`src/core/ppm_consts.svh`:
```
// Register offsets, field positions and reset values of the parallel ports
`ifndef PPM_CONSTS_SVH
`define PPM_CONSTS_SVH
`define PPM_OFF_A_DATA 4'h0
`define PPM_OFF_B_DATA 4'h1
`define PPM_OFF_C_DATA 4'h2
`define PPM_OFF_D_DATA 4'h3
`define PPM_OFF_A_DIR 4'h4
`define PPM_OFF_B_DIR 4'h5
`define PPM_OFF_C_DIR 4'h6
`define PPM_OFF_D_DIR 4'h7
`define PPM_OFF_PWM_SEL 4'ha
`define PPM_OFF_SYNC_SEL 4'hb
`define PPM_SYNC_SDA_BIT 0
`define PPM_SYNC_SCL_BIT 1
`define PPM_SYNC_VERT_BIT 6
`define PPM_SYNC_HORZ_BIT 7
`define PPM_SYNC_MASK 8'hc3
`define PPM_CFG_RESET 8'h00
`define PPM_DIR_RESET 8'h00
`endif

```
`src/core/ppm_pkg.sv`:
```
// Types shared by the parallel port block
package ppm_pkg;
    // Alternate-function sources for third and fourth port pins
    typedef struct packed {
        logic [7:0] pwm;
        logic horz_sync;
        logic vert_sync;
        logic ser_clk_low;
        logic ser_dat_low;
    } ppm_alt_s;
    // Pin pair (value and enable) for an eight-bit group
    typedef struct packed {
        logic [7:0] o;
        logic [7:0] oe;
    } ppm_pin_s;
endpackage

```
`src/core/ppm_ports.sv`:
```
// Four parallel ports with direction, read-back and pin multiplexing
//
// The implementer's own choice: the Wishbone slave port.
`timescale 1ns/1ps
`include "ppm_consts.svh"

module ppm_ports (
    input wire logic clk_i, // System clock, 10 MHz
    input wire logic rst_i, // Synchronous reset, active high
    input wire logic wb_cyc_i, // Wishbone cycle
    input wire logic wb_stb_i, // Wishbone strobe
    input wire logic wb_we_i, // Wishbone write enable
    input wire logic [3:0] wb_adr_i, // Word index of register
    input wire logic [3:0] wb_sel_i, // Byte lanes, lane 0 used
    input wire logic [31:0] wb_dat_i, // Write data
    output logic [31:0] wb_dat_o, // Read data
    output logic wb_ack_o, // Acknowledge
    input wire logic [7:0] first_port_lines_i, // First port pin levels
    output logic [7:0] first_port_lines_o, // First port drive value
    output logic [7:0] first_port_lines_oe_o, // First port drive enable
    input wire logic [5:0] second_port_lines_i, // Second port levels
    output logic [5:0] second_port_lines_o, // Second port drive value
    output logic [5:0] second_port_lines_oe_o, // Second port enable
    input wire logic [7:0] third_port_lines_i, // Third port levels
    output logic [7:0] third_port_lines_o, // Third port drive value
    output logic [7:0] third_port_lines_oe_o, // Third port enable
    input wire logic [1:0] fourth_port_lines_i, // Fourth port levels
    output logic [1:0] fourth_port_lines_o, // Fourth port drive value
    output logic [1:0] fourth_port_lines_oe_o, // Fourth port enable
    input wire ppm_pkg::ppm_alt_s alt_i, // Alternate-function sources
    output logic [7:0] pulse_width_route_bits_o, // Pulse-width selection
    output logic horizontal_sync_out_route_o, // Horizontal sync routed
    output logic vertical_sync_out_route_o, // Vertical sync routed
    output logic [1:0] serial_route_o // Serial clock/data routed
);

    ////////////////////////////////////////////////////////////////////
    // Register state
    // Output latches, never reset
    logic [7:0] a_lat_q; // First port latch
    logic [5:0] b_lat_q; // Second port latch
    logic [7:0] c_lat_q; // Third port latch
    logic [1:0] d_lat_q; // Fourth port latch
    // Direction registers, one means drive
    logic [7:0] a_dir_q; // First port direction
    logic [5:0] b_dir_q; // Second port direction
    logic [7:0] c_dir_q; // Third port direction
    logic [1:0] d_dir_q; // Fourth port direction
    // Pin-select configuration
    logic [7:0] pwm_sel_q; // Pulse-width routes
    logic [7:0] sync_sel_q; // Sync and serial routes
    logic ack_q;
    logic [31:0] rdat_q;
    logic [7:0] rdat_d;
    logic wr_en, rd_en;
    logic [7:0] wbyte;
    // Pin synchronisers: three stages, change accepted when 2 and 3 agree
    logic [23:0] pin_s1_q, pin_s2_q, pin_s3_q, pin_q;
    logic [23:0] pin_raw;
    // Filtered pin levels per port, as the read path sees them
    logic [7:0] a_pin;
    logic [5:0] b_pin;
    logic [7:0] c_pin;
    logic [1:0] d_pin;

    assign wbyte = wb_dat_i[7:0];
    // Write takes effect on the cycle ack rises, once per access
    // Reads need no lane select; writes only take lane 0
    assign wr_en = wb_cyc_i & wb_stb_i & wb_we_i & ~ack_q & wb_sel_i[0];
    assign rd_en = wb_cyc_i & wb_stb_i & ~ack_q;
    assign pin_raw = {fourth_port_lines_i, third_port_lines_i,
                      second_port_lines_i, first_port_lines_i};

    ////////////////////////////////////////////////////////////////////
    // Input synchronisers
    always_ff @(posedge clk_i)
    begin
        pin_s1_q <= pin_raw;
        pin_s2_q <= pin_s1_q;
        pin_s3_q <= pin_s2_q;
    end

    // Filtered level, stage 1 never looked at directly
    genvar gi;
    generate
        for (gi = 0; gi < 24; gi = gi + 1)
        begin : g_pin
            always_ff @(posedge clk_i)
            begin
                if (rst_i)
                    pin_q[gi] <= 1'b0;
                else if (pin_s2_q[gi] == pin_s3_q[gi])
                    pin_q[gi] <= pin_s3_q[gi];
            end
        end
    endgenerate

    // Split the filtered word back into ports
    assign a_pin = pin_q[7:0];
    assign b_pin = pin_q[13:8];
    assign c_pin = pin_q[21:14];
    assign d_pin = pin_q[23:22];

    ////////////////////////////////////////////////////////////////////
    // Output latches: no reset, contents survive reset
    // latches keep value
    always_ff @(posedge clk_i)
    begin
        if (wr_en)
        begin
            case (wb_adr_i)
                `PPM_OFF_A_DATA: a_lat_q <= wbyte;
                `PPM_OFF_B_DATA: b_lat_q <= wbyte[5:0];
                `PPM_OFF_C_DATA: c_lat_q <= wbyte;
                `PPM_OFF_D_DATA: d_lat_q <= wbyte[1:0];
                default: ;
            endcase
        end
    end

    // Direction registers
    // directions cleared
    always_ff @(posedge clk_i)
    begin
        if (rst_i)
        begin
            a_dir_q <= `PPM_DIR_RESET;
            b_dir_q <= 6'h00;
            c_dir_q <= `PPM_DIR_RESET;
            d_dir_q <= 2'h0;
        end
        else if (wr_en)
        begin
            case (wb_adr_i)
                `PPM_OFF_A_DIR: a_dir_q <= wbyte;
                `PPM_OFF_B_DIR: b_dir_q <= wbyte[5:0];
                `PPM_OFF_C_DIR: c_dir_q <= wbyte;
                `PPM_OFF_D_DIR: d_dir_q <= wbyte[1:0];
                default: ;
            endcase
        end
    end

    // Configuration registers
    // Second config keeps only its four defined bits
    // config reset zero
    always_ff @(posedge clk_i)
    begin
        if (rst_i)
        begin
            pwm_sel_q <= `PPM_CFG_RESET;
            sync_sel_q <= `PPM_CFG_RESET;
        end
        else if (wr_en && wb_adr_i == `PPM_OFF_PWM_SEL)
            pwm_sel_q <= wbyte;
        else if (wr_en && wb_adr_i == `PPM_OFF_SYNC_SEL)
            sync_sel_q <= wbyte & `PPM_SYNC_MASK;
    end

    ////////////////////////////////////////////////////////////////////
    // Read mux
    // input reads pin
    always_comb
    begin
        rdat_d = 8'h00;
        case (wb_adr_i)
            `PPM_OFF_A_DATA:
                rdat_d = (a_dir_q & a_lat_q) | (~a_dir_q & a_pin);
            `PPM_OFF_B_DATA:
                rdat_d = {2'b00, (b_dir_q & b_lat_q)
                          | (~b_dir_q & b_pin)};
            `PPM_OFF_C_DATA:
                rdat_d = (c_dir_q & c_lat_q) | (~c_dir_q & c_pin);
            `PPM_OFF_D_DATA:
                rdat_d = {6'h00, (d_dir_q & d_lat_q)
                          | (~d_dir_q & d_pin)};
            `PPM_OFF_A_DIR: rdat_d = a_dir_q;
            `PPM_OFF_B_DIR: rdat_d = {2'b00, b_dir_q};
            `PPM_OFF_C_DIR: rdat_d = c_dir_q;
            `PPM_OFF_D_DIR: rdat_d = {6'h00, d_dir_q};
            `PPM_OFF_PWM_SEL: rdat_d = pwm_sel_q;
            `PPM_OFF_SYNC_SEL: rdat_d = sync_sel_q & `PPM_SYNC_MASK;
            default: rdat_d = 8'h00;
        endcase
    end

    // Bus answer one cycle after request; unmapped reads give zero
    always_ff @(posedge clk_i)
    begin
        if (rst_i)
        begin
            ack_q <= 1'b0;
            rdat_q <= 32'h00000000;
        end
        else
        begin
            ack_q <= rd_en;
            rdat_q <= {24'h000000, rdat_d};
        end
    end

    assign wb_ack_o = ack_q;
    assign wb_dat_o = rdat_q;

    ////////////////////////////////////////////////////////////////////
    // Pin drive, registered so outputs come from flip-flops
    logic [7:0] a_o_q, a_oe_q, c_o_q, c_oe_q;
    logic [5:0] b_o_q, b_oe_q;
    logic [1:0] d_o_q, d_oe_q;
    logic [7:0] c_o_d, c_oe_d;
    logic [1:0] d_o_d, d_oe_d;

    // Third port multiplexing, sync beats pulse-width beats port
    // pulse-width route
    always_comb
    begin
        c_o_d = c_lat_q;
        c_oe_d = c_dir_q;
        for (int k = 0; k < 8; k++)
        begin
            if (pwm_sel_q[k])
            begin
                c_o_d[k] = alt_i.pwm[k];
                c_oe_d[k] = 1'b1;
            end
        end
        if (sync_sel_q[`PPM_SYNC_VERT_BIT])
        begin
            c_o_d[6] = alt_i.vert_sync;
            c_oe_d[6] = 1'b1;
        end
        if (sync_sel_q[`PPM_SYNC_HORZ_BIT])
        begin
            c_o_d[7] = alt_i.horz_sync;
            c_oe_d[7] = 1'b1;
        end
    end

    // Fourth port: serial lines only pull low or release
    // Direction bits are ignored while the serial bus owns a pin
    // serial route
    always_comb
    begin
        d_o_d = d_lat_q;
        d_oe_d = d_dir_q;
        if (sync_sel_q[`PPM_SYNC_SDA_BIT])
        begin
            d_o_d[0] = 1'b0;
            d_oe_d[0] = alt_i.ser_dat_low;
        end
        if (sync_sel_q[`PPM_SYNC_SCL_BIT])
        begin
            d_o_d[1] = 1'b0;
            d_oe_d[1] = alt_i.ser_clk_low;
        end
    end

    // One cycle of pin latency buys glitch-free registered drive
    // First port drive follows latch and direction
    // direction drives
    always_ff @(posedge clk_i)
    begin
        a_o_q <= a_lat_q;
        if (rst_i)
            a_oe_q <= 8'h00;
        else
            a_oe_q <= a_dir_q;
    end

    // Third port drive after the alternate-function mux
    // third port drive
    always_ff @(posedge clk_i)
    begin
        c_o_q <= c_o_d;
        if (rst_i)
            c_oe_q <= 8'h00;
        else
            c_oe_q <= c_oe_d;
    end

    // Fourth port drive after the serial mux
    // fourth port drive
    always_ff @(posedge clk_i)
    begin
        d_o_q <= d_o_d;
        if (rst_i)
            d_oe_q <= 2'h0;
        else
            d_oe_q <= d_oe_d;
    end

    // Second port: upper four bits open-drain, enable only when low
    // A high level on these comes from the board pull-up only
    // open-drain upper bits
    always_ff @(posedge clk_i)
    begin
        b_o_q <= {4'h0, b_lat_q[1:0]};
        if (rst_i)
            b_oe_q <= 6'h00;
        else
            b_oe_q <= {b_dir_q[5:2] & ~b_lat_q[5:2], b_dir_q[1:0]};
    end

    assign first_port_lines_o = a_o_q;
    assign first_port_lines_oe_o = a_oe_q;
    assign second_port_lines_o = b_o_q;
    assign second_port_lines_oe_o = b_oe_q;
    assign third_port_lines_o = c_o_q;
    assign third_port_lines_oe_o = c_oe_q;
    assign fourth_port_lines_o = d_o_q;
    assign fourth_port_lines_oe_o = d_oe_q;
    assign pulse_width_route_bits_o = pwm_sel_q;
    assign horizontal_sync_out_route_o = sync_sel_q[`PPM_SYNC_HORZ_BIT];
    assign vertical_sync_out_route_o = sync_sel_q[`PPM_SYNC_VERT_BIT];
    assign serial_route_o = {sync_sel_q[`PPM_SYNC_SCL_BIT],
                             sync_sel_q[`PPM_SYNC_SDA_BIT]};

endmodule // ppm_ports

```
`config.mk`:
```
export PLATFORM = sky130hd
export DESIGN_NAME = ppm_ports
export DESIGN_NICKNAME = d
export VERILOG_FILES = /design/src/core/ppm_pkg.sv /design/src/core/ppm_ports.sv
export VERILOG_INCLUDE_DIRS = /design/src /design/src/core
export SDC_FILE = /design/constraint.sdc
export NUM_CORES = 1
export LEC_CHECK = 0
export ABC_AREA = 1
export BUFFER_PORTS_ARGS = -buffer_cell sky130_fd_sc_hd__clkbuf_2
export CAP_MARGIN = 10
export CORE_ASPECT_RATIO = 0.8
export CORE_MARGIN = 4
export CORE_UTILIZATION = 50
export CTS_CLUSTER_DIAMETER = 30
export DETAILED_ROUTE_END_ITERATION = 8
export PLACE_DENSITY_LB_ADDON = 0.1
export SYNTH_ARGS = -nofsm -noshare
export SYNTH_HDL_FRONTEND = slang
export SYNTH_SLANG_ARGS = --single-unit
```
`constraint.sdc`:
```
create_clock -name clk_i -period 2.1 [get_ports clk_i]
set_input_delay 0.42 -clock clk_i [delete_from_list [all_inputs] [get_ports clk_i]]
set_output_delay 0.42 -clock clk_i [all_outputs]
set_load 0.005 [all_outputs]
```
==> results.yml, run 1 <==
status:
  status: "finished, final reports clean"
logic_synthesis:
  yosysSeqAreaShare_pct: 64.7
  syn_area_mm2: 0.00684
  ys_warn_count: 0
  synth-seq-cells: 209
  ys_types: 26
  synth_cells: 734
  synth.avg_cell_area_um2: 9.32
place:
  place.detailed.hpwl_um: 10600
  placed_area_mm2: 0.00756
  numPortBuffers: 118
  placed_cells: 1023
  gp_congestion: 0.883
  dp_slack_ns: 0.345
die:
  start_util_pct: 52.2
  die_x_um: 139
  io_pins: 174
  core_area_mm2: 0.0131
  dieArea_mm2: 0.0156
  rows: 37
  die-height_um: 113
finish:
  utilization_pct: 67.2
  mostFrequentLayoutCells: "185 x dfxtp_1, 122 x nand2_1, 118 x clkbuf_2, 114 x nor2_1, 69 x o21ai_0"
  nets: 984
  final_cell_count_no_fill: 1102
  fin_area_mm2: 0.00880
  layout-drive-gt1-share_pct: 22.2
  area_growth_pct: 28.7
  layout.cells.most_common: "dfxtp_1"
  antenna_cells: 0
sta:
  fmax_mhz: 624
  min_period_ns: 1.60
  rsz0062_at_grt: "false"
  fin_worst_skew_ns: 0.0111
  period_share_pct: 76.3
  setup_violations: 0
  setup_ws_ns: 0.498
  hold_viol_final: 0
  whs_ns: 0.0233
  setup_tns_ns: 0
  slew_violations: 0
power:
  total_leakage_power_nw: 3.93
  power_density_mw_per_mm2: 1070
  vdd_drop_max_v: 0.000846
  power_mw: 9.41
route:
  wl_per_cell_um: 14.0
  drt_iter0_drc: 298
  vias: 5280
  vias_per_cell: 4.79
  first_pass_iters: 5
  routed_wl_um: 15500
  drtAntennaViolNets: 0
  drc: 0
clock_network:
  cts_tree: "yes"
  clkSlewWorstSetupHoldPaths_ns: 0.06
  cts_buffers: 30
  clockBufferDepth: 3
  root_buffer: "clkbuf_16"
  cts_sinks: 209
  cts_max_level: 1
  clock_latency_ns: 0.52
  cts_resized: 0
worst_setup_path:
  cp_data_arrival_time_ns: 1.84
  r2r_end: "a_lat_q[7]$_DFFE_PP_"
  start_kind: "flop"
  slowest_delay_ns: 0.32
  worst-path-buf-inv: 2
  critical_path.endpoint: "a_lat_q[7]$_DFFE_PP_"
  critPathSlowestCell: "dfxtp_1"
  timing.reg2reg.setup_slack_ns: 0.50
  reg2reg_depth: 5
  startpoint: "wb_ack_o$_SDFF_PP0_"
  endpoint_kind: "flop"
  worstPathRequired_ns: 2.33
  path_cells: "nand3b_4 -> nor2_4 -> inv_1 -> nor2_1 -> buf_4"
  cp_top_family: "simple AND/OR/NAND/NOR gates"
  cp_max_fo: 6
  crit_type: "flop to flop"
  r2r_start: "wb_ack_o$_SDFF_PP0_"
  crit_cells: 5
grt:
  grt_max_degree: 67
  antenna_found_initial: 2
  grt_pass1_wl_um: 25300
  grt-ovfl-total: 0
  first_global_vias: 5169
  grt_usage_pct: 19.7
flow_run:
  max-cap-violations: 0
min_path:
  min-delay-start: "fourth_port_lines_i[1]"
  hold_class: "input pin to flop"
[Yosys cell counts (all sizes together)]
cell / instances / area share [%]
dfxtp: 185 / 54
nand2: 126 / 7.1
nor2: 121 / 7.3
o21ai: 71 / 5.2
inv: 60 / 3.3
a21oi: 59 / 4.3
buf: 37 / 4.0
nand3: 34 / 2.7
edfxtp: 24 / 11
clkbuf: 5 / 0.27
or2: 4 / 0.37
nand3b: 3 / 0.51
a31oi: 2 / 0.18
clkinv: 1 / 0.055
conb: 1 / 0.055
nor3: 1 / 0.073
[layout make-up]
class	count	area (µm²)
inverter	61	229
multi-input combinational	449	2000
timing repair buffer	152	916
clock inverter	19	190
clock buffer	37	828
tap	175	219
sequential	209	4420
fill	1050	4300
[where the power goes]
group	internal (mW)	total (mW)	switching, mW
Sequential	4.15	4.20	0.0522
Combinational	0.128	0.308	0.180
Clock	3.09	4.90	1.81
Total	7.37	9.41	2.04
[metal layers]
layer,part of all wire (%),track usage [%]
met1,44,25.6
met2,44,31.7
met3,8.4,5.96
met4,2.7,6.26
met5,0.14,0
[how the worst min path moves through the flow]
stage	slack, ns	depth (start not counted)	endpoint
5_1_grt	0.007	1	pin_s1_q[23]$_DFF_P_
3_3_place_gp	0.31	0	pin_s2_q[11]$_DFF_P_
4_1_cts	0.006	1	pin_s1_q[23]$_DFF_P_
3_5_place_dp	0.31	0	pin_s2_q[15]$_DFF_P_
6_report	0.02	1	pin_s1_q[23]$_DFF_P_
2_1_floorplan	0.31	0	pin_s2_q[0]$_DFF_P_
[registers in the layout (all words and copies together), names as in the netlist, 4 cells and up]
name,count
pin_s1_q,24
pin_s2_q,24
pin_s3_q,24
a_dir_q,8
a_lat_q,8
a_pin,8
c_dir_q,8
c_lat_q,8
c_pin,8
first_port_lines_o,8
first_port_lines_oe_o,8
pulse_width_route_bits_o,8
third_port_lines_o,8
third_port_lines_oe_o,8
wb_dat_o,8
b_dir_q,6
b_lat_q,6
b_pin,6
second_port_lines_oe_o,6
sync_sel_q,4
[timing repair]
| item | CTS | global route |
|---|---|---|
| hold endpoints to repair | 23 | 0 |
| setup buffers | 0 | 0 |
| hold buffers | 23 | 0 |
[cells by family (layout without fill, tap and decap cells)]
family	after synthesis	after routing	share of synthesized area [%]
AOI/OAI and AO/OA	132	132	9.70
buffers and inverters	103	269	7.57
DFF	209	209	64.7
other	1	28	0.0548
and+or+nand+nor	289	289	18.0
(Power assumes the default switching activity.)
==> inputs of run 2 (changes only) <==
--- a/config.mk
+++ b/config.mk
@@ -6,7 +6,7 @@
 export SDC_FILE = /design/constraint.sdc
 export NUM_CORES = 1
 export LEC_CHECK = 0
-export ABC_AREA = 1
+export ABC_AREA = 0
 export BUFFER_PORTS_ARGS = -buffer_cell sky130_fd_sc_hd__clkbuf_2
 export CAP_MARGIN = 10
 export CORE_ASPECT_RATIO = 0.8
==> constraint.sdc (replaced) <==
create_clock -name clk_i -period 1.6 [get_ports clk_i]
set_input_delay 0.32 -clock clk_i [delete_from_list [all_inputs] [get_ports clk_i]]
set_output_delay 0.32 -clock clk_i [all_outputs]
set_load 0.005 [all_outputs]
==> results.yml, run 2 <==
logic_synthesis:
  ys_types: 52
  synth_compound_area_share_pct: 8.70
  ys_warn_count: 0
  synth_simple_gate_area_share_pct: 12.8
  syn_area_mm2: 0.00682
  yosysMostFrequentCell: "dfxtp_1"
  synth.area.top_cells: "dfxtp_1 54%, edfxtp_1 11%, mux2i_1 7.8%"
  synth-xor-area-share_pct: 0
  synth_top_area_share_pct: 54.3
  synth_edf_count: 24
  synthAdderAreaFrac_pct: 0
  synth_top_family_by_area: "simple AND/OR/NAND/NOR gates"
  synth_mux_area_share_pct: 9.26
  yosysTopAreaCell: "dfxtp_1"
  synth.avg_cell_area_um2: 11.8
  synthTopCellsByCount: "185 x dfxtp_1, 60 x nor2_1, 53 x mux2i_1, 37 x o21ai_0, 31 x nand2_1"
  synth_cells: 577
  synth-seq-cells: 209
  synthArstFlopShare_pct: 0
  yosysSeqAreaShare_pct: 64.9
  synth-main-ff-cell: "dfxtp_1"
worst_setup_path:
  timing.reg2reg.setup_slack_ns: 0.08
  crit_top_cell: "buf_6"
  slowest_delay_ns: 0.31
  endpoint_kind: "flop"
  cp_max_fo: 7
  cp_data_arrival_time_ns: 1.95
  startpoint: "wb_ack_o$_SDFF_PP0_"
  r2r_start: "wb_ack_o$_SDFF_PP0_"
  start_kind: "flop"
  cp_top_family: "simple AND/OR/NAND/NOR gates"
  crit_cells: 6
  r2r_end: "b_dir_q[2]$_SDFFE_PP0P_"
  path_cells: "nand3b_4 -> buf_6 -> nor4_4 -> buf_6 -> mux2i_2 -> nor2_1"
  worst-path-buf-inv: 2
  worstPathRequired_ns: 2.03
  reg2reg_depth: 6
  critical_path.endpoint: "b_dir_q[2]$_SDFFE_PP0P_"
  critPathSlowestCell: "dfxtp_1"
  crit_type: "flop to flop"
clock_network:
  clock_latency_ns: 0.53
  cts_sinks: 209
  cts_buffers: 29
  cts_setup_buffers: 0
  cts_tree: "yes"
  clkSlewWorstSetupHoldPaths_ns: 0.06
  root_buffer: "clkbuf_16"
  clockBufferDepth: 3
  cts_max_level: 1
finish:
  utilization_pct: 70.4
  final_cell_count_no_fill: 974
  nets: 857
  top_regs: "pin_s1_q: 24 flops, pin_s2_q: 24 flops, pin_s3_q: 24 flops"
  area_growth_pct: 35.2
  layout-drive-gt1-share_pct: 30.9
  regArea_mm2: 0.00442
  nFillCells: 946
  antenna_cells: 0
  fin_area_mm2: 0.00922
  mostFrequentLayoutCells: "185 x dfxtp_1, 118 x clkbuf_2, 57 x nor2_1, 51 x mux2i_1, 37 x o21ai_0"
  multiInputGateArea_mm2: 0.00225
  layout.cells.most_common: "dfxtp_1"
die:
  rows: 37
  core_area_mm2: 0.0131
  die_x_um: 139
  die-height_um: 112
  start_util_pct: 52.1
  dieArea_mm2: 0.0156
  io_pins: 174
power:
  vdd_drop_max_v: 0.00110
  total_leakage_power_nw: 3.73
  power_density_mw_per_mm2: 1370
  power_mw: 12.6
sta:
  slew_violations: 0
  setup_violations: 0
  fin_worst_skew_ns: 0.0274
  rsz0062_at_grt: "false"
  whs_ns: 0.0113
  fmax_mhz: 658
  min_period_ns: 1.52
  hold_viol_final: 0
  period_share_pct: 95.0
route:
  routed_wl_um: 16900
  highest_layer: "met4"
  vias: 4939
  route.met3.wl_um: 1240
  routed-wl-met2_um: 8180
  drtAntennaViolNets: 0
  vias_per_cell: 5.07
  drc: 0
  wl_per_cell_um: 17.3
  drt_iter0_drc: 242
  first_pass_iters: 5
  drt-met1-wl_um: 7140
status:
  status: "finished, final reports clean"
grt:
  first_global_vias: 5073
  antenna_found_initial: 0
  grt_usage_pct: 21.3
  grt_max_degree: 44
  grt-ovfl-total: 0
  grt_pass1_wl_um: 26800
place:
  placed_area_mm2: 0.00788
  place.detailed.hpwl_um: 11900
  numPortBuffers: 118
  gp_congestion: 0.888
  placed_cells: 894
flow_run:
  max-cap-violations: 0
min_path:
  hold_class: "input pin to flop"
-- run 2: worst min path at each step --
| stage | from | to | slack, ns | depth (start not counted) |
|---|---|---|---|---|
| 3_5_place_dp | pin_s1_q[19]$_DFF_P_ | pin_s2_q[19]$_DFF_P_ | 0.31 | 0 |
| 6_report | alt_i[7] | third_port_lines_o[3]$_DFF_P_ | 0.01 | 2 |
| 4_1_cts | alt_i[7] | third_port_lines_o[3]$_DFF_P_ | 0.002 | 2 |
| 5_1_grt | alt_i[9] | third_port_lines_o[5]$_DFF_P_ | 0.003 | 2 |
| 2_1_floorplan | pin_s1_q[0]$_DFF_P_ | pin_s2_q[0]$_DFF_P_ | 0.31 | 0 |
| 3_3_place_gp | pin_s1_q[22]$_DFF_P_ | pin_s2_q[22]$_DFF_P_ | 0.31 | 0 |
-- run 2: metrics by stage --
step / worst slack, ns / setup TNS [ns]
final: 0.0805 / 0
after global routing: 0.00961 / 0
after CTS: 0.00297 / 0
after detailed placement: -0.142 / -3.18
after global placement: -0.130 / -2.97
after floorplan: -0.0297 / -0.0875
-- run 2: timing repair --
| item | in CTS | in global routing |
|---|---|---|
| endpoints found under the setup margin | 1 | 48 |
| gates resized for setup | 1 | 9 |
| pin swaps | 0 | 4 |
| hold buffers | 26 | 0 |
| endpoints found under the hold margin | 26 | 0 |
-- run 2: report_power, final --
group	total [mW]	leakage [nW]	switching, mW	internal (mW)
combinational	0.509	1.48	0.282	0.227
sequential	5.52	1.75	0.0758	5.45
clock	6.56	0.504	2.45	4.11
-- run 2: area by class of cell --
class,instances,area share [%]
clock buffers,32,8.10
clock inverters,22,3.11
inverters,3,0.122
multi-input cells,346,24.4
well taps,175,2.37
repair buffers,187,14.0
flip-flops and latches,209,48.0
-- run 2: worst reg2reg max path: cells and delay by family (launching register included) --
kind                   cells  cell delay, ns
buffers and inverters      2            0.36
DFF                        1            0.31
muxes                      1            0.24
and+or+nand+nor            3            0.52
-- run 2: per-layer routing --
metal,vias to the layer above,GRT usage [%]
met5,-,0
met2,175,36.0
li1,2380,-
met3,28,4.56
met4,0,5.66
met1,2356,28.1
-- run 2: cell families after synthesis --
| family | Yosys count |
|---|---|
| flip-flops | 209 |
| AND/OR/NAND/NOR | 157 |
| AO/OA/AOI/OAI | 99 |
| multiplexers | 62 |
| buffers and inverters | 49 |
| other | 1 |
